===== src/shared/ddr2_cmd_pkg.sv =====
// Shared types and constants for the DDR2 command and control input front end.
package ddr2_cmd_pkg;

    // ****************************************************************
    // Widths and counts
    // ****************************************************************
    localparam int ADDR_W     = 13;
    localparam int BANK_W     = 2;
    localparam int NUM_BANKS  = 4;
    localparam int DQ_W       = 16;
    localparam int DM_W       = 2;
    localparam int BURST_BEATS = 4;
    localparam int PCHG_ALL_BIT = 10;
    // Pin bundle: ck, ck_n, cke, cs_n, ras_n, cas_n, we_n, odt, ba, addr, dm, dqs, dq.
    localparam int PIN_W      = 8 + BANK_W + ADDR_W + DM_W + 1 + DQ_W;

    // ****************************************************************
    // Extended mode register termination field and reset values
    // ****************************************************************
    localparam int RTT_LO_BIT = 2;
    localparam int RTT_HI_BIT = 6;
    localparam logic [BANK_W-1:0] BA_BASE_MODE = 2'h0;
    localparam logic [BANK_W-1:0] BA_EXT_MODE1 = 2'h1;
    localparam logic             ODT_ENABLED_RST = 1'h0;
    localparam logic [NUM_BANKS-1:0] BANK_OPEN_RST = 4'h0;

    // ****************************************************************
    // Command and power state encodings
    // ****************************************************************
    typedef enum logic [3:0] {
        CMD_DESELECT, CMD_NOP, CMD_ACTIVATE, CMD_READ, CMD_WRITE,
        CMD_PRECHARGE, CMD_REFRESH, CMD_MODE_SET
    } cmd_e;

    typedef enum logic [1:0] {
        PWR_ACTIVE, PWR_ACTIVE_PD, PWR_PRECHARGE_PD, PWR_SELF_REFRESH
    } pwr_e;

    typedef struct packed {
        cmd_e                     code;
        logic [BANK_W-1:0]        bank;
        logic [ADDR_W-1:0]        addr;
        logic                     pchg_all;
        logic                     ext_mode;
    } cmd_s;

endpackage : ddr2_cmd_pkg


===== src/ddr2_cmd_ctrl.sv =====
// DDR2 command and control input front end: sampling, decode, power states, termination and masking.
`timescale 1ns/1ns
module ddr2_cmd_ctrl #(
    parameter int BURST_BEATS = ddr2_cmd_pkg::BURST_BEATS
) (
    input  wire logic                               ref_clk,
    input  wire logic                               sys_rst,
    input  wire logic                               ck,
    input  wire logic                               ck_n,
    input  wire logic                               cke,
    input  wire logic                               cs_n,
    input  wire logic                               ras_n,
    input  wire logic                               cas_n,
    input  wire logic                               we_n,
    input  wire logic                               odt,
    input  wire logic [ddr2_cmd_pkg::BANK_W-1:0]    ba,
    input  wire logic [ddr2_cmd_pkg::ADDR_W-1:0]    addr,
    input  wire logic [ddr2_cmd_pkg::DM_W-1:0]      dm,
    input  wire logic                               dqs,
    input  wire logic [ddr2_cmd_pkg::DQ_W-1:0]      dq_in,
    input  wire logic [2*ddr2_cmd_pkg::DQ_W-1:0]    rd_data,
    input  wire logic                               rd_en,
    output logic [ddr2_cmd_pkg::DQ_W-1:0]           dq_out,
    output logic                                    dq_oe,
    output ddr2_cmd_pkg::cmd_s                      cmd,
    output logic                                    cmd_valid,
    output logic [ddr2_cmd_pkg::NUM_BANKS-1:0]      bank_open,
    output ddr2_cmd_pkg::pwr_e                      pwr_state,
    output logic                                    clk_en,
    output logic                                    cmd_buf_en,
    output logic                                    ctl_buf_en,
    output logic                                    drv_en,
    output logic [ddr2_cmd_pkg::DQ_W+2*ddr2_cmd_pkg::DM_W-1:0] term_en,
    output logic [ddr2_cmd_pkg::DQ_W-1:0]           wr_data,
    output logic [ddr2_cmd_pkg::DM_W-1:0]           wr_strb,
    output logic                                    wr_valid
);

    localparam int PW = ddr2_cmd_pkg::PIN_W;
    localparam int TW = ddr2_cmd_pkg::DQ_W + 2 * ddr2_cmd_pkg::DM_W;

    // ****************************************************************
    // Pin synchroniser and filter
    // ****************************************************************
    logic [PW-1:0] pins;
    logic [PW-1:0] sync1;
    logic [PW-1:0] sync2;
    logic [PW-1:0] sync3;
    logic [PW-1:0] filt;

    assign pins = {ck, ck_n, cke, cs_n, ras_n, cas_n, we_n, odt, ba, addr, dm, dqs, dq_in};

    // Three stages; the first is read only by the second.
    always_ff @(posedge ref_clk or posedge sys_rst) begin
        if (sys_rst) begin
            sync1 <= '0;
            sync2 <= '0;
            sync3 <= '0;
        end else begin
            sync1 <= pins;
            sync2 <= sync1;
            sync3 <= sync2;
        end
    end

    // A bit changes only once the second and third stages agree, which rejects one-cycle glitches.
    genvar gi;
    generate
        for (gi = 0; gi < PW; gi++) begin : g_filt
            always_ff @(posedge ref_clk or posedge sys_rst) begin
                if (sys_rst) begin
                    filt[gi] <= 1'b0;
                end else if (sync2[gi] == sync3[gi]) begin
                    filt[gi] <= sync3[gi];
                end
            end
        end
    endgenerate

    logic                                   f_ck;
    logic                                   f_ck_n;
    logic                                   f_cke;
    logic [3:0]                             f_code;
    logic                                   f_odt;
    logic [ddr2_cmd_pkg::BANK_W-1:0]        f_ba;
    logic [ddr2_cmd_pkg::ADDR_W-1:0]        f_addr;
    logic [ddr2_cmd_pkg::DM_W-1:0]          f_dm;
    logic                                   f_dqs;
    logic [ddr2_cmd_pkg::DQ_W-1:0]          f_dq;

    assign {f_ck, f_ck_n, f_cke, f_code, f_odt, f_ba, f_addr, f_dm, f_dqs, f_dq} = filt;

    // ****************************************************************
    // Clock crossing and strobe edge detection
    // ****************************************************************
    logic [1:0] ck_prev;
    logic       dqs_prev;
    logic       ck_rise;
    logic       ck_fall;
    logic       dqs_edge;

    always_ff @(posedge ref_clk or posedge sys_rst) begin
        if (sys_rst) begin
            ck_prev  <= 2'h1;
            dqs_prev <= 1'b0;
        end else begin
            ck_prev  <= {f_ck, f_ck_n};
            dqs_prev <= f_dqs;
        end
    end

    // Only the CK-up, CK#-down crossing samples inputs; the other direction times read data.
    assign ck_rise  = (ck_prev == 2'h1) && ({f_ck, f_ck_n} == 2'h2);
    assign ck_fall  = (ck_prev == 2'h2) && ({f_ck, f_ck_n} == 2'h1);
    assign dqs_edge = (f_dqs != dqs_prev) && (pwr_state == ddr2_cmd_pkg::PWR_ACTIVE);

    // ****************************************************************
    // Command decode
    // ****************************************************************
    ddr2_cmd_pkg::cmd_e next_code;

    // Chip select is the top bit of the code, so a deselect is simply one of the decoded values.
    always_comb begin
        unique case (f_code)
            4'h7:    next_code = ddr2_cmd_pkg::CMD_NOP;
            4'h3:    next_code = ddr2_cmd_pkg::CMD_ACTIVATE;
            4'h5:    next_code = ddr2_cmd_pkg::CMD_READ;
            4'h4:    next_code = ddr2_cmd_pkg::CMD_WRITE;
            4'h2:    next_code = ddr2_cmd_pkg::CMD_PRECHARGE;
            4'h1:    next_code = ddr2_cmd_pkg::CMD_REFRESH;
            4'h0:    next_code = ddr2_cmd_pkg::CMD_MODE_SET;
            4'h6:    next_code = ddr2_cmd_pkg::CMD_NOP;
            default: next_code = ddr2_cmd_pkg::CMD_DESELECT;
        endcase
    end

    logic cmd_take;
    assign cmd_take = ck_rise && (pwr_state == ddr2_cmd_pkg::PWR_ACTIVE) && f_cke;

    // A command is reported only for live codes; a deselect leaves the outputs untouched.
    always_ff @(posedge ref_clk or posedge sys_rst) begin
        if (sys_rst) begin
            cmd       <= '0;
            cmd_valid <= 1'b0;
        end else begin
            cmd_valid <= cmd_take && (next_code != ddr2_cmd_pkg::CMD_DESELECT)
                         && (next_code != ddr2_cmd_pkg::CMD_NOP);
            if (cmd_take && next_code != ddr2_cmd_pkg::CMD_DESELECT) begin
                cmd.code     <= next_code;
                cmd.bank     <= f_ba;
                cmd.addr     <= f_addr;
                cmd.pchg_all <= f_addr[ddr2_cmd_pkg::PCHG_ALL_BIT];
                cmd.ext_mode <= f_ba != ddr2_cmd_pkg::BA_BASE_MODE;
            end
        end
    end

    // ****************************************************************
    // Bank state and extended mode termination setting
    // ****************************************************************
    logic odt_enabled;

    always_ff @(posedge ref_clk or posedge sys_rst) begin
        if (sys_rst) begin
            bank_open <= ddr2_cmd_pkg::BANK_OPEN_RST;
        end else if (cmd_take) begin
            if (next_code == ddr2_cmd_pkg::CMD_ACTIVATE) begin
                bank_open[f_ba] <= 1'b1;
            end else if (next_code == ddr2_cmd_pkg::CMD_PRECHARGE) begin
                if (f_addr[ddr2_cmd_pkg::PCHG_ALL_BIT]) begin
                    bank_open <= '0;
                end else begin
                    bank_open[f_ba] <= 1'b0;
                end
            end
        end
    end

    // Only extended register 1 carries the termination field; other mode sets leave it alone.
    always_ff @(posedge ref_clk or posedge sys_rst) begin
        if (sys_rst) begin
            odt_enabled <= ddr2_cmd_pkg::ODT_ENABLED_RST;
        end else if (cmd_take && next_code == ddr2_cmd_pkg::CMD_MODE_SET
                     && f_ba == ddr2_cmd_pkg::BA_EXT_MODE1) begin
            odt_enabled <= f_addr[ddr2_cmd_pkg::RTT_LO_BIT] | f_addr[ddr2_cmd_pkg::RTT_HI_BIT];
        end
    end

    // ****************************************************************
    // Power state machine and buffer gating
    // ****************************************************************
    // Entry and power-down exit look at CKE only on a sampling crossing; self-refresh exit
    // watches the filtered CKE level directly, since the clock may be stopped there.
    always_ff @(posedge ref_clk or posedge sys_rst) begin
        if (sys_rst) begin
            pwr_state <= ddr2_cmd_pkg::PWR_ACTIVE;
        end else begin
            case (pwr_state)
                ddr2_cmd_pkg::PWR_ACTIVE: begin
                    if (ck_rise && !f_cke) begin
                        if (next_code == ddr2_cmd_pkg::CMD_REFRESH && bank_open == '0) begin
                            pwr_state <= ddr2_cmd_pkg::PWR_SELF_REFRESH;
                        end else if (bank_open != '0) begin
                            pwr_state <= ddr2_cmd_pkg::PWR_ACTIVE_PD;
                        end else begin
                            pwr_state <= ddr2_cmd_pkg::PWR_PRECHARGE_PD;
                        end
                    end
                end
                ddr2_cmd_pkg::PWR_ACTIVE_PD, ddr2_cmd_pkg::PWR_PRECHARGE_PD: begin
                    if (ck_rise && f_cke) begin
                        pwr_state <= ddr2_cmd_pkg::PWR_ACTIVE;
                    end
                end
                default: begin
                    if (f_cke) begin
                        pwr_state <= ddr2_cmd_pkg::PWR_ACTIVE;
                    end
                end
            endcase
        end
    end

    // Enables follow the state registered one cycle earlier, so they lag it by a cycle.
    always_ff @(posedge ref_clk or posedge sys_rst) begin
        if (sys_rst) begin
            clk_en     <= 1'b1;
            cmd_buf_en <= 1'b1;
            ctl_buf_en <= 1'b1;
            drv_en     <= 1'b1;
        end else begin
            clk_en     <= pwr_state == ddr2_cmd_pkg::PWR_ACTIVE;
            drv_en     <= pwr_state == ddr2_cmd_pkg::PWR_ACTIVE;
            cmd_buf_en <= pwr_state == ddr2_cmd_pkg::PWR_ACTIVE;
            ctl_buf_en <= pwr_state != ddr2_cmd_pkg::PWR_SELF_REFRESH;
        end
    end

    // ****************************************************************
    // On-die termination
    // ****************************************************************
    // ODT is registered on the sampling crossing and stays live in power-down, not in self refresh.
    always_ff @(posedge ref_clk or posedge sys_rst) begin
        if (sys_rst) begin
            term_en <= '0;
        end else if (!odt_enabled || pwr_state == ddr2_cmd_pkg::PWR_SELF_REFRESH) begin
            term_en <= '0;
        end else if (ck_rise) begin
            term_en <= {TW{f_odt}};
        end
    end

    // ****************************************************************
    // Write data capture with masking
    // ****************************************************************
    logic [$clog2(BURST_BEATS+1)-1:0] beats_left;

    // The window opens on a write command and closes after one burst of strobe edges.
    always_ff @(posedge ref_clk or posedge sys_rst) begin
        if (sys_rst) begin
            beats_left <= '0;
        end else if (cmd_take && next_code == ddr2_cmd_pkg::CMD_WRITE) begin
            beats_left <= ($clog2(BURST_BEATS+1))'(BURST_BEATS);
        end else if (dqs_edge && beats_left != '0) begin
            beats_left <= beats_left - 1'b1;
        end
    end

    // Each strobe edge is one beat; a byte lane whose mask is high is dropped.
    always_ff @(posedge ref_clk or posedge sys_rst) begin
        if (sys_rst) begin
            wr_data  <= '0;
            wr_strb  <= '0;
            wr_valid <= 1'b0;
        end else begin
            wr_valid <= dqs_edge && beats_left != '0 && f_dm != '1;
            if (dqs_edge && beats_left != '0) begin
                wr_data <= f_dq;
                wr_strb <= ~f_dm;
            end
        end
    end

    // ****************************************************************
    // Read data output
    // ****************************************************************
    // The low half leaves on the rising crossing and the high half on the falling one.
    always_ff @(posedge ref_clk or posedge sys_rst) begin
        if (sys_rst) begin
            dq_out <= '0;
            dq_oe  <= 1'b0;
        end else begin
            if (ck_rise) begin
                dq_out <= rd_data[ddr2_cmd_pkg::DQ_W-1:0];
                dq_oe  <= rd_en && drv_en;
            end else if (ck_fall) begin
                dq_out <= rd_data[2*ddr2_cmd_pkg::DQ_W-1:ddr2_cmd_pkg::DQ_W];
                dq_oe  <= rd_en && drv_en;
            end
        end
    end

endmodule : ddr2_cmd_ctrl


===== config.mk =====
export PLATFORM = sky130hd
export DESIGN_NAME = ddr2_cmd_ctrl
export DESIGN_NICKNAME = d
export VERILOG_FILES = /design/src/shared/ddr2_cmd_pkg.sv /design/src/ddr2_cmd_ctrl.sv
export SDC_FILE = /design/constraint.sdc
export NUM_CORES = 1
export LEC_CHECK = 0
export BUFFER_PORTS_ARGS = -buffer_cell sky130_fd_sc_hd__buf_4
export CORE_MARGIN = 4
export CORE_UTILIZATION = 50
export DETAILED_ROUTE_END_ITERATION = 10
export PLACE_DENSITY = 0.73
export SLEW_MARGIN = 20
export SYNTH_ARGS = -nofsm -noshare
export SYNTH_HDL_FRONTEND = slang
export SYNTH_SLANG_ARGS = --single-unit

===== constraint.sdc =====
create_clock -name ref_clk -period 9.1 [get_ports ref_clk]
set_clock_uncertainty 0.1 [all_clocks]
set_input_delay 1.365 -clock ref_clk [delete_from_list [all_inputs] [get_ports ref_clk]]
set_output_delay 1.365 -clock ref_clk [all_outputs]
set_load 0.1 [all_outputs]

== After elaboration in Yosys (flattened, before gate mapping) ==
Memory sizes are Yosys's and may differ from the RTL's.
Index checks and enable logic that the tools add are counted.
W data, S select, Z words.
Word-level totals
  bits in registers: 261
  bits in read-only memories: 24
  input bits: 77
  output and inout port bits: 88
  logic and storage cells: 189
  memories kept: 1
Memories
  (no name shown): depth 8, width 3, rd ports 1, clocked after memory_dff 0, wr ports 0, RTL line ddr2_cmd_ctrl.sv:124  | unique case (f_code)
Cells by class
  $add $sub $neg: 1
  magnitude comparators: 2
  equal/unequal tests: 61
  multiplexer cells: 20
  bitwise gates (word level): 5
  reduce and logical (&&, ||, !) cells: 34
Operators with widths (number)
  $eq A1 B1 Y1: 42
  $mux W20: 2
  $mux W16: 2
  $logic_and A1 B1 Y1: 17
  $eq A4 B3 Y1 const B: 4
  $mux W4: 4
  $mux W2: 5
  $reduce_bool A2 Y1: 5
  $eq A2 B1 Y1 const B: 4
  $eq A2 B2 Y1 const B: 4
  $reduce_bool A4 Y1: 2
  $mux W3: 2
  $ne A2 B2 Y1 const B: 3
  $reduce_bool A3 Y1: 2
  $and A4 B4 Y4: 1
  $eq A4 B2 Y1 const B: 1
  $logic_not A4 Y1: 1
  $ne A4 B1 Y1 const B: 1
  $not A4 Y4: 1
  $or A4 B4 Y4: 1
  $pmux W2 S2: 1
  $lt A2 B3 Y1 const B: 1
  $mux W1: 3
  $reduce_and A3 Y1: 1
  12 further kinds: 13

== Logic depth before layout (Yosys ltp) ==
  depth after elaboration: 9
  depth in mapped cells: 8
  depth with buffers taken out: 6

== Least setup slack after synthesis ==
No wires, ideal clock.
  path type: reg2out
  start: reg, netlist name term_en[18]
  end: out term_en[10] (netlist bit)
  arrival time: 1635 ps
  slack: 6000 ps
  cell stages (with the launch flop): 2
  buffers on the path: 1
  cells stage by stage: dfrtp_1 > buf_4
RTL lines
  to (decl): RTL line ddr2_cmd_ctrl.sv:33  | output logic [ddr2_cmd_pkg::DQ_W+2*ddr2_cmd_pkg::DM_W-1:0] term_en,

==> out/metrics.yaml <==
setup_slack_ps: 6050
clock_path_buffers: 3
postRouteWirelength_microns: 14600
dieArea_sq_mm: 0.0178
crit_type: "register to output pin"
route.detailed.drc: 0
postCtsHoldBufs: 0
final_layout_size_suffix_gt1_share_pct: 29.5
cts-resized-gates: 0
gp_congestion: 0.768
critPathSlowestCell: "dfrtp_1"
cp_data_arrival_time_ps: 1590
num_antenna_cells: 0
setup_violations: 0
async_flop_share_pct: 100
cp_max_fo: 21
r2r-start: "ck_prev[0]"
cts_setup_buffers: 0
io_pins: 165
dr.pass1.iters: 4
syn_nets: 636
synth-seq-cells: 240
seqCellArea_sq_mm: 0.00601
die_w_microns: 133
grtUsageTotal_pct: 16.6
path_cells: "buf_4"
setup_tns_ps: 0
hold_path.class: "register to register"
synth_edf_count: 0
cts_max_level: 1
max-slew-margin-rel_pct: 37.0
layout.nets: 786
crit_buf_inv: 1
crit_cells: 1
core_sq_mm: 0.0153
p_per_area_mw_per_mm2: 379
dp_hpwl_microns: 9270
grt_pass1_wl_microns: 24400
first_iter_violations: 291
fin_crit_sh_pct: 33.5
cp-start-kind: "register"
min_period_ps: 3050
syn-instance-count: 555
clk-insertion-delay-late_ps: 500
first_global_vias: 4863
fmax_ghz: 0.328
post-place-ws_ps: 5660
endpoint_kind: "output pin"
synth_seq_area_share_pct: 76.4
leakage_nw: 4.78
wl_per_cell_microns: 15.6
utilization_pct: 65.0
total_power_w: 0.00377
initial_utilization_pct: 51.3
ys.flop_type: "dfrtp_1"
grt_max_degree: 163
ant_nets: 0
antenna_found_initial: 0
hold_depth: 0
hold_start: "sync1[28]"
numPortBuffers: 163
multi_input_area_sq_mm: 0.00154
avgSynthCellArea_sq_um: 14.2
max_cap_violations: 0
syn_to_final_growth_pct: 26.5
vias: 4551
hold-path-endpoint: "sync2[28]"
worstRegToRegCells: 4
ys_warn_count: 0
outcome: "complete, no violations"
path_delay_family: "flip-flops"
rsz0062_at_grt: "false"
tightest_slew_ps: 942
cts_tree: "built"
hold_viol: 0
root_buffer: "clkbuf_16"
synth_cell_types: 43
drt-vias-per-instance: 4.87
die_h_microns: 133
slew_violations: 0
max_stage_delay_ps: 690
cts.reportedPaths.clkPinSlew_ps: 70
syn-cell-area_sq_mm: 0.00786
cts.sinks: 240
numCtsBuffers: 24
required_ps: 7640
gr-total-overflow: 0
reg2reg_slack_ps: 6550
row_count: 45
worstReg2RegEnd: "bank_open[2]"
n_fill_cell: 1124
peakVddDrop_mv: 0.370
[stage by stage]
step	area, sq um	hold WS, ps	instances
after floorplan	7860	231	555
after global placement	9090	232	890
after detailed placement	9090	235	890
after CTS	9940	246	934
after global routing	9950	249	934
final	9950	244	934
[synthesized netlist by cell type (all sizes together), types with 2 or more instances]
| cell type | n | area (sq um) |
|---|---|---|
| clkbuf | 4 | 15.0 |
| maj3 | 44 | 440 |
| o22ai | 8 | 50.1 |
| nand2 | 114 | 428 |
| o2bb2ai | 2 | 17.5 |
| nor2 | 33 | 124 |
| dfrtp | 237 | 5930 |
| a2bb2oi | 2 | 17.5 |
| nand4bb | 2 | 38.8 |
| inv | 10 | 37.5 |
| nand3 | 3 | 15.0 |
| o21ai | 14 | 70.1 |
| buf | 36 | 261 |
| dfstp | 3 | 78.8 |
| a211oi | 2 | 15.0 |
| ha | 4 | 50.1 |
| a21oi | 5 | 25.0 |
| a31oi | 9 | 56.3 |
| o31ai | 3 | 22.5 |
| and3 | 2 | 12.5 |
[cell families (layout without fill, tap and decap cells)]
kind of cell / count (synthesis) / after routing / share of synthesized area (%)
DFF: 240 / 240 / 76.4
muxes: 1 / 1 / 0.143
AOI/OAI and AO/OA: 49 / 49 / 3.92
xor gates and xnor gates: 2 / 2 / 0.223
other: 1 / 1 / 0.0477
and+or+nand+nor: 164 / 164 / 8.99
buffers and inverters: 50 / 218 / 3.99
adders and majority gates: 48 / 48 / 6.24
[placed cells by master (no fill, tap or decap), types with 4 or more instances in the layout]
master     netlist  routed
o22ai_1          8       8
clkbuf_1         4       4
maj3_1          44      44
o21ai_1          7       7
ha_1             4       4
o21ai_0          7       7
a31oi_1          9       9
nand2_1        114     114
bufinv_16        0       4
dfrtp_1        237     237
nor2_1          33      33
clkinv_2         0       6
clkbuf_16        0      25
a21oi_1          5       5
buf_4           24     164
inv_1           10       9
[state kept, by name (all words and copies together), names as in the netlist, 2 cells and up]
register and flops:
f_dm 2, sync1 42, sync3 42, wr_strb 2
wr_data 16, f_ba 2, f_code 4, f_addr 13
pwr_state 2, cmd 19, bank_open 4, sync2 42
f_dq 16, ck_prev 2, beats_left 3, dq_out 16
[routing by layer]
metal  track usage (%)  wire (microns)  vias up  share of wire [%]
li1                  -               -     2110                  -
met1              21.8            6210     2272                 42
met2              28.1            7180      153                 49
met3              4.00            1010       16                6.9
met4              4.69             214        0                1.5
met5                 0               0        -                  0
[power by group]
group | switching (W) | internal [W] | leakage (nW)
sequential | 0.000109 | 0.00124 | 2.85
clock | 0.000390 | 0.000642 | 0.419
combinational | 0.00112 | 0.000273 | 1.51
[how the worst max path moves through the flow]
| stage | endpoint | startpoint |
|---|---|---|
| 6_report | term_en[0] | term_en[18] |
| 2_1_floorplan | bank_open[0] | sys_rst |
| 5_1_grt | term_en[7] | term_en[18] |
| 3_5_place_dp | sync2[7] | sys_rst |
| 4_1_cts | term_en[11] | term_en[18] |
| 3_3_place_gp | cmd[10] | sys_rst |
[area by class of cell]
cell class | instances | area share (%)
Sequential cell | 240 | 60.4
Multi-Input combinational cell | 265 | 15.5
Timing Repair Buffer | 164 | 12.4
Clock buffer | 32 | 6.86
Tap cell | 211 | 2.65
Clock inverter | 12 | 1.67
Inverter | 10 | 0.503
(Power assumes the default switching activity.)
